### config.mk
export PLATFORM = sky130hd
export DESIGN_NAME = tmrps_top
export DESIGN_NICKNAME = d
export VERILOG_FILES = /design/src/design/tmrps_pkg.sv /design/src/design/tmrps_sync.sv /design/src/design/tmrps_top.sv
export VERILOG_INCLUDE_DIRS = /design/src /design/src/design
export SDC_FILE = /design/constraint.sdc
export NUM_CORES = 1
export LEC_CHECK = 0
export ABC_AREA = 1
export BUFFER_PORTS_ARGS = -buffer_cell sky130_fd_sc_hd__buf_2
export CELL_PAD_IN_SITES_DETAIL_PLACEMENT = 0
export CELL_PAD_IN_SITES_GLOBAL_PLACEMENT = 1
export CORE_MARGIN = 3
export CORE_UTILIZATION = 41
export DETAILED_ROUTE_END_ITERATION = 16
export GPL_TIMING_DRIVEN = 0
export PLACE_DENSITY = 0.87
export SYNTH_ARGS = -nofsm -noshare
export SYNTH_HDL_FRONTEND = slang
export SYNTH_HIERARCHICAL = 1
export SYNTH_SLANG_ARGS = --single-unit
### constraint.sdc
create_clock -name pclk -period 4.8 [get_ports pclk]
set_input_delay 0.48 -clock pclk [delete_from_list [all_inputs] [get_ports pclk]]
set_output_delay 0.48 -clock pclk [all_outputs]
set_load 0.05 [all_outputs]
### src/design/tmrps_regs.svh
// Register indices, field positions, reset values and timing counts
`ifndef TMRPS_REGS_SVH
`define TMRPS_REGS_SVH

// ============================================================
// Register indices (byte address = index * 4)
`define TMRPS_IDX_TIMER_COUNT 4'h1
`define TMRPS_IDX_CMP_CTRL 4'h7
`define TMRPS_IDX_CONFIG 4'h8
`define TMRPS_IDX_PIN_DIR 4'h9
`define TMRPS_IDX_WDT_CLEAR 4'hA
`define TMRPS_IDX_STATUS 4'hB

// ============================================================
// Reset values
`define TMRPS_RST_CONFIG 8'hFF
`define TMRPS_RST_CMP_CTRL 8'hFF
`define TMRPS_RST_PIN_DIR 4'hF
`define TMRPS_RST_TIMER 8'h00

// ============================================================
// Field positions
`define TMRPS_CFG_RATIO_LSB 0
`define TMRPS_CFG_ASSIGN 3
`define TMRPS_CFG_EDGE 4
`define TMRPS_CFG_SRC 5
`define TMRPS_CMP_RESULT 7
`define TMRPS_CMP_OUT_DIS 6
`define TMRPS_CMP_COUNT_SEL 4
`define TMRPS_CMP_ON 3
`define TMRPS_COUNT_PIN 2

// ============================================================
// Timing counts, in instruction cycles
`define TMRPS_INHIBIT_CYCLES 2'd2

`endif

### src/design/tmrps_pkg.sv
// Types shared by the timer and prescaler block
package tmrps_pkg;

  // Quarter phases of one instruction cycle
  typedef enum logic [1:0] {
    TMRPS_Q1,
    TMRPS_Q2,
    TMRPS_Q3,
    TMRPS_Q4
  } tmrps_qphase_t;

  // Source that feeds the prescaler input
  typedef enum logic [1:0] {
    TMRPS_SRC_INSTR,
    TMRPS_SRC_PIN,
    TMRPS_SRC_CMP
  } tmrps_src_t;

endpackage

### src/design/tmrps_sync.sv
// Two-flop synchroniser for asynchronous level inputs
`timescale 1ns/1ns
module tmrps_sync #(
  parameter int WIDTH = 1
) (
  input wire logic pclk,
  input wire logic presetn,
  input wire logic [WIDTH-1:0] async_in,
  output logic [WIDTH-1:0] sync_out
);

  logic [WIDTH-1:0] meta_q;
  logic [WIDTH-1:0] sync_q;

  always_ff @(posedge pclk or negedge presetn) begin
    if (!presetn) begin
      meta_q <= '0;
      sync_q <= '0;
    end else begin
      meta_q <= async_in;
      sync_q <= meta_q;
    end
  end

  assign sync_out = sync_q;

endmodule // tmrps_sync

### src/design/tmrps_top.sv
// Timer/counter with shared prescaler, external count sync and APB slave
//
// Added by the designer: the APB slave port.
`timescale 1ns/1ns
`include "tmrps_regs.svh"

// Functional notes
// - Sample prescaler output in Q2 and Q4
// - No prescaling: input passes straight to output
// - Prescaler divides input, symmetrical output
// - Timer increments after synchronised output seen
// - One counter: timer prescaler or watchdog postscaler
// - Assign bit and ratio field set division
// - Timer write clears prescaler when timer-assigned
// - Watchdog clear zeroes prescaler when watchdog-assigned
// - Prescaler never readable nor writable
// - Reset forces prescaler to zero
// - Timer count 8 bits, index one, kept; reset here loads zero
// - Clock source select overrides count pin direction
// - Assign bit clear gives prescaler to timer
// - Timer mode: increment per cycle, write inhibits two
// - Edge select: clear rising, set falling
module tmrps_top
  import tmrps_pkg::*;
#(
  parameter int PS_WIDTH = 8
) (
  input wire logic pclk,
  input wire logic presetn,
  input wire logic psel,
  input wire logic penable,
  input wire logic pwrite,
  input wire logic [7:0] paddr,
  input wire logic [31:0] pwdata,
  output logic [31:0] prdata,
  output logic pready,
  output logic pslverr,
  input wire logic ext_count_input,
  input wire logic comparator_result,
  input wire logic wdt_tick,
  output logic wdt_postscaled_tick,
  output logic wdt_clear_pulse,
  output logic [3:0] pin_dir_effective,
  output logic [7:0] timer_value
);

  // ==========================================================
  // Helper functions
  function automatic logic ratio_bit(input logic [PS_WIDTH-1:0] cnt,
                                     input logic [2:0] ratio);
    ratio_bit = cnt[ratio];
  endfunction

  function automatic logic [PS_WIDTH-1:0] ratio_mask(input logic [2:0] r);
    ratio_mask = PS_WIDTH'((1 << r) - 1);
  endfunction

  function automatic logic idx_hit(input logic [7:0] a, input logic [3:0] i);
    idx_hit = (a[5:2] == i) && (a[7:6] == 2'h0);
  endfunction

  // ==========================================================
  // Input synchronisers
  logic pin_s;
  logic cmp_s;

  tmrps_sync #(.WIDTH(2)) u_sync (
    .pclk(pclk),
    .presetn(presetn),
    .async_in({ext_count_input, comparator_result}),
    .sync_out({pin_s, cmp_s})
  );

  // ==========================================================
  // APB slave
  logic pready_q, pready_d;
  logic pslverr_q, pslverr_d;
  logic [31:0] prdata_q, prdata_d;
  logic [7:0] cfg_q, cfg_d;
  logic [6:0] cmpc_q, cmpc_d;
  logic [3:0] pdir_q, pdir_d;
  logic [7:0] tmr_q, tmr_d;
  logic [PS_WIDTH-1:0] ps_q, ps_d;
  logic [1:0] inh_q, inh_d;
  tmrps_qphase_t qph_q, qph_d;
  logic src_prev_q, src_prev_d;
  logic samp_q, samp_d;
  logic wdt_out_q, wdt_out_d;
  logic wclr_q, wclr_d;
  logic [3:0] pdir_eff_q, pdir_eff_d;

  logic acc_fire;
  logic wr_fire;
  logic mapped;
  logic wr_timer;
  logic wr_wdt_clr;

  assign acc_fire = psel && penable && pready_q;
  assign wr_fire = acc_fire && pwrite;
  assign wr_timer = wr_fire && idx_hit(paddr, `TMRPS_IDX_TIMER_COUNT);
  assign wr_wdt_clr = wr_fire && idx_hit(paddr, `TMRPS_IDX_WDT_CLEAR);
  assign mapped = idx_hit(paddr, `TMRPS_IDX_TIMER_COUNT) ||
                  idx_hit(paddr, `TMRPS_IDX_CMP_CTRL) ||
                  idx_hit(paddr, `TMRPS_IDX_CONFIG) ||
                  idx_hit(paddr, `TMRPS_IDX_PIN_DIR) ||
                  idx_hit(paddr, `TMRPS_IDX_WDT_CLEAR) ||
                  idx_hit(paddr, `TMRPS_IDX_STATUS);

  always_comb begin
    pready_d = psel && penable && !pready_q;
    pslverr_d = 1'b0;
    prdata_d = 32'h0000_0000;
    if (pready_d) begin
      pslverr_d = !mapped;
      if (!pwrite) begin
        // Config, pin direction and watchdog clear read as zero
        if (idx_hit(paddr, `TMRPS_IDX_TIMER_COUNT)) begin
          prdata_d = {24'h00_0000, tmr_q};
        end else if (idx_hit(paddr, `TMRPS_IDX_CMP_CTRL)) begin
          prdata_d = {24'h00_0000, cmp_s, cmpc_q};
        end else if (idx_hit(paddr, `TMRPS_IDX_STATUS)) begin
          prdata_d = {24'h00_0000, 1'b0, cfg_q[`TMRPS_CFG_ASSIGN],
                      inh_q, samp_q, src_prev_q, qph_q};
        end
      end
    end
  end

  always_ff @(posedge pclk or negedge presetn) begin
    if (!presetn) begin
      pready_q <= 1'b0;
      pslverr_q <= 1'b0;
      prdata_q <= 32'h0000_0000;
    end else begin
      pready_q <= pready_d;
      pslverr_q <= pslverr_d;
      prdata_q <= prdata_d;
    end
  end

  // ==========================================================
  // Configuration registers
  always_comb begin
    cfg_d = cfg_q;
    cmpc_d = cmpc_q;
    pdir_d = pdir_q;
    if (wr_fire && idx_hit(paddr, `TMRPS_IDX_CONFIG)) begin
      cfg_d = pwdata[7:0];
    end
    if (wr_fire && idx_hit(paddr, `TMRPS_IDX_CMP_CTRL)) begin
      cmpc_d = pwdata[6:0];
    end
    if (wr_fire && idx_hit(paddr, `TMRPS_IDX_PIN_DIR)) begin
      pdir_d = pwdata[3:0];
    end
  end

  always_ff @(posedge pclk or negedge presetn) begin
    if (!presetn) begin
      cfg_q <= `TMRPS_RST_CONFIG;
      cmpc_q <= 7'(`TMRPS_RST_CMP_CTRL);
      pdir_q <= `TMRPS_RST_PIN_DIR;
    end else begin
      cfg_q <= cfg_d;
      cmpc_q <= cmpc_d;
      pdir_q <= pdir_d;
    end
  end

  // ==========================================================
  // Source selection
  logic use_counter;
  logic to_wdt;
  logic [2:0] ratio;
  tmrps_src_t src_sel;
  logic src_level;
  logic ps_out;
  logic src_rise;

  assign use_counter = cfg_q[`TMRPS_CFG_SRC];
  assign to_wdt = cfg_q[`TMRPS_CFG_ASSIGN];
  assign ratio = cfg_q[`TMRPS_CFG_RATIO_LSB +: 3];

  always_comb begin
    if (!use_counter) begin
      src_sel = TMRPS_SRC_INSTR;
    end else if (cmpc_q[`TMRPS_CMP_ON] &&
                 !(cmpc_q[`TMRPS_CMP_COUNT_SEL] &&
                   cmpc_q[`TMRPS_CMP_OUT_DIS])) begin
      src_sel = TMRPS_SRC_CMP;
    end else begin
      src_sel = TMRPS_SRC_PIN;
    end
  end

  always_comb begin
    case (src_sel)
      TMRPS_SRC_INSTR: src_level = (qph_q == TMRPS_Q3) ||
                                   (qph_q == TMRPS_Q4);
      // Falling edge selected: invert so rising edges are counted
      TMRPS_SRC_PIN: src_level = pin_s ^ cfg_q[`TMRPS_CFG_EDGE];
      TMRPS_SRC_CMP: src_level = cmp_s ^ cfg_q[`TMRPS_CFG_EDGE];
      default: src_level = 1'b0;
    endcase
  end

  assign src_rise = src_level && !src_prev_q;
  // Prescaled output is a counter bit, hence symmetrical
  assign ps_out = to_wdt ? src_level : ratio_bit(ps_q, ratio);

  // ==========================================================
  // Prescaler, phase, sampling and timer
  always_comb begin
    qph_d = qph_q;
    case (qph_q)
      TMRPS_Q1: qph_d = TMRPS_Q2;
      TMRPS_Q2: qph_d = TMRPS_Q3;
      TMRPS_Q3: qph_d = TMRPS_Q4;
      TMRPS_Q4: qph_d = TMRPS_Q1;
      default: qph_d = TMRPS_Q1;
    endcase
  end

  always_comb begin
    src_prev_d = src_level;
    ps_d = ps_q;
    wdt_out_d = 1'b0;
    wclr_d = wr_wdt_clr;
    if (to_wdt) begin
      if (wdt_tick) begin
        wdt_out_d = ((ps_q & ratio_mask(ratio)) == ratio_mask(ratio));
        ps_d = ps_q + PS_WIDTH'(1);
      end
    end else if (src_rise) begin
      ps_d = ps_q + PS_WIDTH'(1);
    end
    if (wr_timer && !to_wdt) begin
      ps_d = '0;
    end
    if (wr_wdt_clr && to_wdt) begin
      ps_d = '0;
    end
  end

  always_comb begin
    samp_d = samp_q;
    if (qph_q == TMRPS_Q2 || qph_q == TMRPS_Q4) begin
      samp_d = ps_out;
    end
    tmr_d = tmr_q;
    inh_d = inh_q;
    if (qph_q == TMRPS_Q4 && inh_q != 2'd0) begin
      inh_d = inh_q - 2'd1;
    end
    if (wr_timer) begin
      tmr_d = pwdata[7:0];
      inh_d = `TMRPS_INHIBIT_CYCLES;
    end else if (samp_d && !samp_q && inh_q == 2'd0) begin
      tmr_d = tmr_q + 8'h01;
    end
  end

  always_comb begin
    pdir_eff_d = pdir_q;
    if (use_counter) begin
      pdir_eff_d[`TMRPS_COUNT_PIN] = 1'b1;
    end
  end

  always_ff @(posedge pclk or negedge presetn) begin
    if (!presetn) begin
      qph_q <= TMRPS_Q1;
      // Reset config counts falling edges of an idle-low pin: level is high
      src_prev_q <= 1'b1;
      ps_q <= '0;
      samp_q <= 1'b1;
      tmr_q <= `TMRPS_RST_TIMER;
      inh_q <= 2'd0;
      wdt_out_q <= 1'b0;
      wclr_q <= 1'b0;
      pdir_eff_q <= `TMRPS_RST_PIN_DIR;
    end else begin
      qph_q <= qph_d;
      src_prev_q <= src_prev_d;
      ps_q <= ps_d;
      samp_q <= samp_d;
      tmr_q <= tmr_d;
      inh_q <= inh_d;
      wdt_out_q <= wdt_out_d;
      wclr_q <= wclr_d;
      pdir_eff_q <= pdir_eff_d;
    end
  end

  // ==========================================================
  // Outputs
  assign prdata = prdata_q;
  assign pready = pready_q;
  assign pslverr = pslverr_q;
  assign wdt_postscaled_tick = wdt_out_q;
  assign wdt_clear_pulse = wclr_q;
  assign pin_dir_effective = pdir_eff_q;
  assign timer_value = tmr_q;

endmodule // tmrps_top

==> metrics <==
TritonCTS clock tree=built; Final Hold Fails=0; die height=97.0 µm; wire length of the first global-routing pass=13.1 mm; nets=548; Ports=96; clock slew seen by the registers of the worst setup and hold paths=0.07 ns; Core Rows=32; Netlist cell types=38; reg2reg start=cmpc_q[6]$_DFFE_PN1P_; Die Footprint=9400 µm²; vias post-DR=2834; pins over their slew limit=0; critical path class=reg2reg; Final HPWL DP=5.73 mm; # hold bufs at CTS=0; Post-CTS Resized=0; GRT overflow=0; Final GP Congestion=0.862; Pwr per Cell Area=430 nW/µm²; Slew @ Worst Pin=0.728 ns; Tot GR Track Use=16.9%; Cells after Synth=411; drt initial violations=125; DR WL/cell=12.7 µm; CTS Root Cell=clkbuf_8; CP Capture Type=register; min setup slack post-route=2.88 ns; R2R Path End=ps_q[3]$_DFFE_PN0P_; Crit Path Max Fanout=9; layout cells sized above 1=28.9%; sequential share of the synthesized area=44.4%; Clock Sinks=59; Starting Density=43.0%; CP Launch Type=register; outcome=completed; Routed WL=7.57 mm; CP endpoint=ps_q[3]$_DFFE_PN0P_; Setup Buffers After CTS=0; reg-to-reg slack, setup=2.88 ns; crit path DAT=2.14 ns; Hold Path Class=in2async; antenna diode count=0; Cell Area, Synth=3390 µm²; period utilization=40.0%; Fill cells=791; 1st-pass router iterations=4; Final ANT Viol Nets=0; Max-Cap Viols=0; dominant synthesized flop cell=dfrtp_1; vias in the first global route=2750; CTS H-tree depth=3; IO Port Bufs=45; Post-synth ARST share=100%; residual DRC count=0; vias per cell=4.75; Critical Path Start=cmpc_q[6]$_DFFE_PN1P_; Max Buffers Root-to-Sink=2; post-route setup TNS=0 ns; Post-synth EDFFs=0; Placement Setup Slack=2.78 ns; leakage power=2.16 nW; initial antenna violation count=0; Skew-Pair Late Insertion Delay=0.34 ns; die width=97.0 µm; VDD IR max=0.000353 V; fin crit period=1.92 ns; reg2reg path depth=11; most frequent cells in the layout=89 x nand2_1, 57 x inv_1, 48 x buf_2; final setup violation count=0; Warnings, synthesis=6; Fmax=521 MHz; flop and latch count out of synthesis=59; Syn-to-layout area delta=20.0%; data required time of the critical path=5.02 ns; commonest non-fill, non-tap cell in the layout=nand2_1; RSZ-0062 raised after global routing=false; Core Area=7890 µm²; TritonCTS Buffers=9; clk_skew=0.0111 ns; largest net degree at the start of global routing=60; syn avg cell area=8.26 µm²; Rel. slew slack=51.4%
layout make-up:
class	count	area (µm²)	share of cell area, %
multi-input cells	284	1530	37.7
flip-flops and latches	59	1510	37.0
repair buffers	45	228	5.59
inverters	59	221	5.44
plain buffers	32	219	5.38
clock buffers	12	166	4.09
well taps	102	128	3.13
clock inverters	4	70.1	1.72
worst min-delay path by stage:
stage | start | slack [ns] | end
2_1_floorplan | presetn | 0.18 | inh_q[0]$_DFFE_PN0P_
3_3_place_gp | u_sync/meta_q[0]$_DFF_PN0_ | 0.33 | u_sync/sync_out[0]$_DFF_PN0_
3_5_place_dp | u_sync/meta_q[0]$_DFF_PN0_ | 0.34 | u_sync/sync_out[0]$_DFF_PN0_
4_1_cts | comparator_result | 0.24 | u_sync/meta_q[0]$_DFF_PN0_
5_1_grt | ext_count_input | 0.24 | u_sync/meta_q[1]$_DFF_PN0_
6_report | presetn | 0.20 | prdata[1]$_DFF_PN0_
worst max-delay path, cell delays in order (launching register included):
cell and delay [ns]:
dfstp_2 0.56, nand2_2 0.08, nand2_1 0.06, nand2_1 0.06, ha_1 0.27, nand3_1 0.09, nand2_2 0.09, nand2_4 0.06
o21ai_4 0.26, nand2_4 0.13, nand2_1 0.08, nand2_1 0.05
registers in the layout (all words and copies together), names as in the netlist:
name                 count
cfg_q                    6
cmpc_q                   7
inh_q                    2
pdir_q                   4
pin_dir_effective        4
prdata                   8
pready                   1
ps_q                     8
pslverr                  1
qph_q                    2
samp_q                   1
src_prev_q               1
timer_value              8
u_sync/meta_q            2
u_sync/sync_out          2
wdt_clear_pulse          1
wdt_postscaled_tick      1
report_power, final:
| part | switching [W] | leakage (nW) | internal (W) | total, W |
|---|---|---|---|---|
| combinational | 0.000376 | 1.34 | 0.000174 | 0.000550 |
| sequential | 0.0000890 | 0.693 | 0.000576 | 0.000665 |
| clock | 0.000199 | 0.121 | 0.000337 | 0.000536 |
| total | 0.000664 | 2.16 | 0.00109 | 0.00175 |
stage by stage:
stage	instances	total power [W]	util, %	cell area [µm²]	hold WS (ns)
2_1_floorplan	434	0.00109	-	3480	0.184
3_3_place_gp	581	0.00121	48.6	3830	0.333
3_5_place_dp	581	0.00122	48.6	3830	0.336
4_1_cts	597	0.00177	51.6	4070	0.235
5_1_grt	597	0.00187	51.6	4070	0.236
6_report	597	0.00175	51.6	4070	0.204
synthesized netlist by cell type, types with 3 or more instances:
cell type   n  area, µm²
nor2_1     18       67.6
clkbuf_1    3       11.3
nand3_1    33        165
o21ai_2     7       61.3
nor3_2      3       30.0
inv_1      57        214
o21ai_0    36        180
xor2_1      9       78.8
ha_1       10        125
buf_4      25        188
nor3_1     12       60.1
nand2_4     3       33.8
nand2_2     5       31.3
nand4_1     7       43.8
dfrtp_1    36        901
buf_2       4       20.0
or2_2       4       25.0
a21oi_1     5       25.0
dfstp_2    23        604
nand2_1    89        334
per-layer routing:
metal  GRT usage, %  routed length [µm]  vias to the layer above  part of all wire [%]
li1               -                   -                     1426                     -
met1           23.2                3560                     1312                    47
met2           25.8                3400                       84                    45
met3           5.41                 502                       12                   6.6
met4           4.75                 117                        0                   1.5
met5              0                   0                        -                     0
kinds of logic (layout without fill, tap and decap cells):
group	count (synthesis)	after routing	share of synthesized area, %
flops	59	59	44.4
fa+ha+maj	10	10	3.69
other cells	1	24	0.111
xor+xnor	11	11	2.84
simple gates	186	186	26.8
compound gates	53	53	9.26
buf+inv	91	152	13.0
Power figures use the tool's default switching activity.
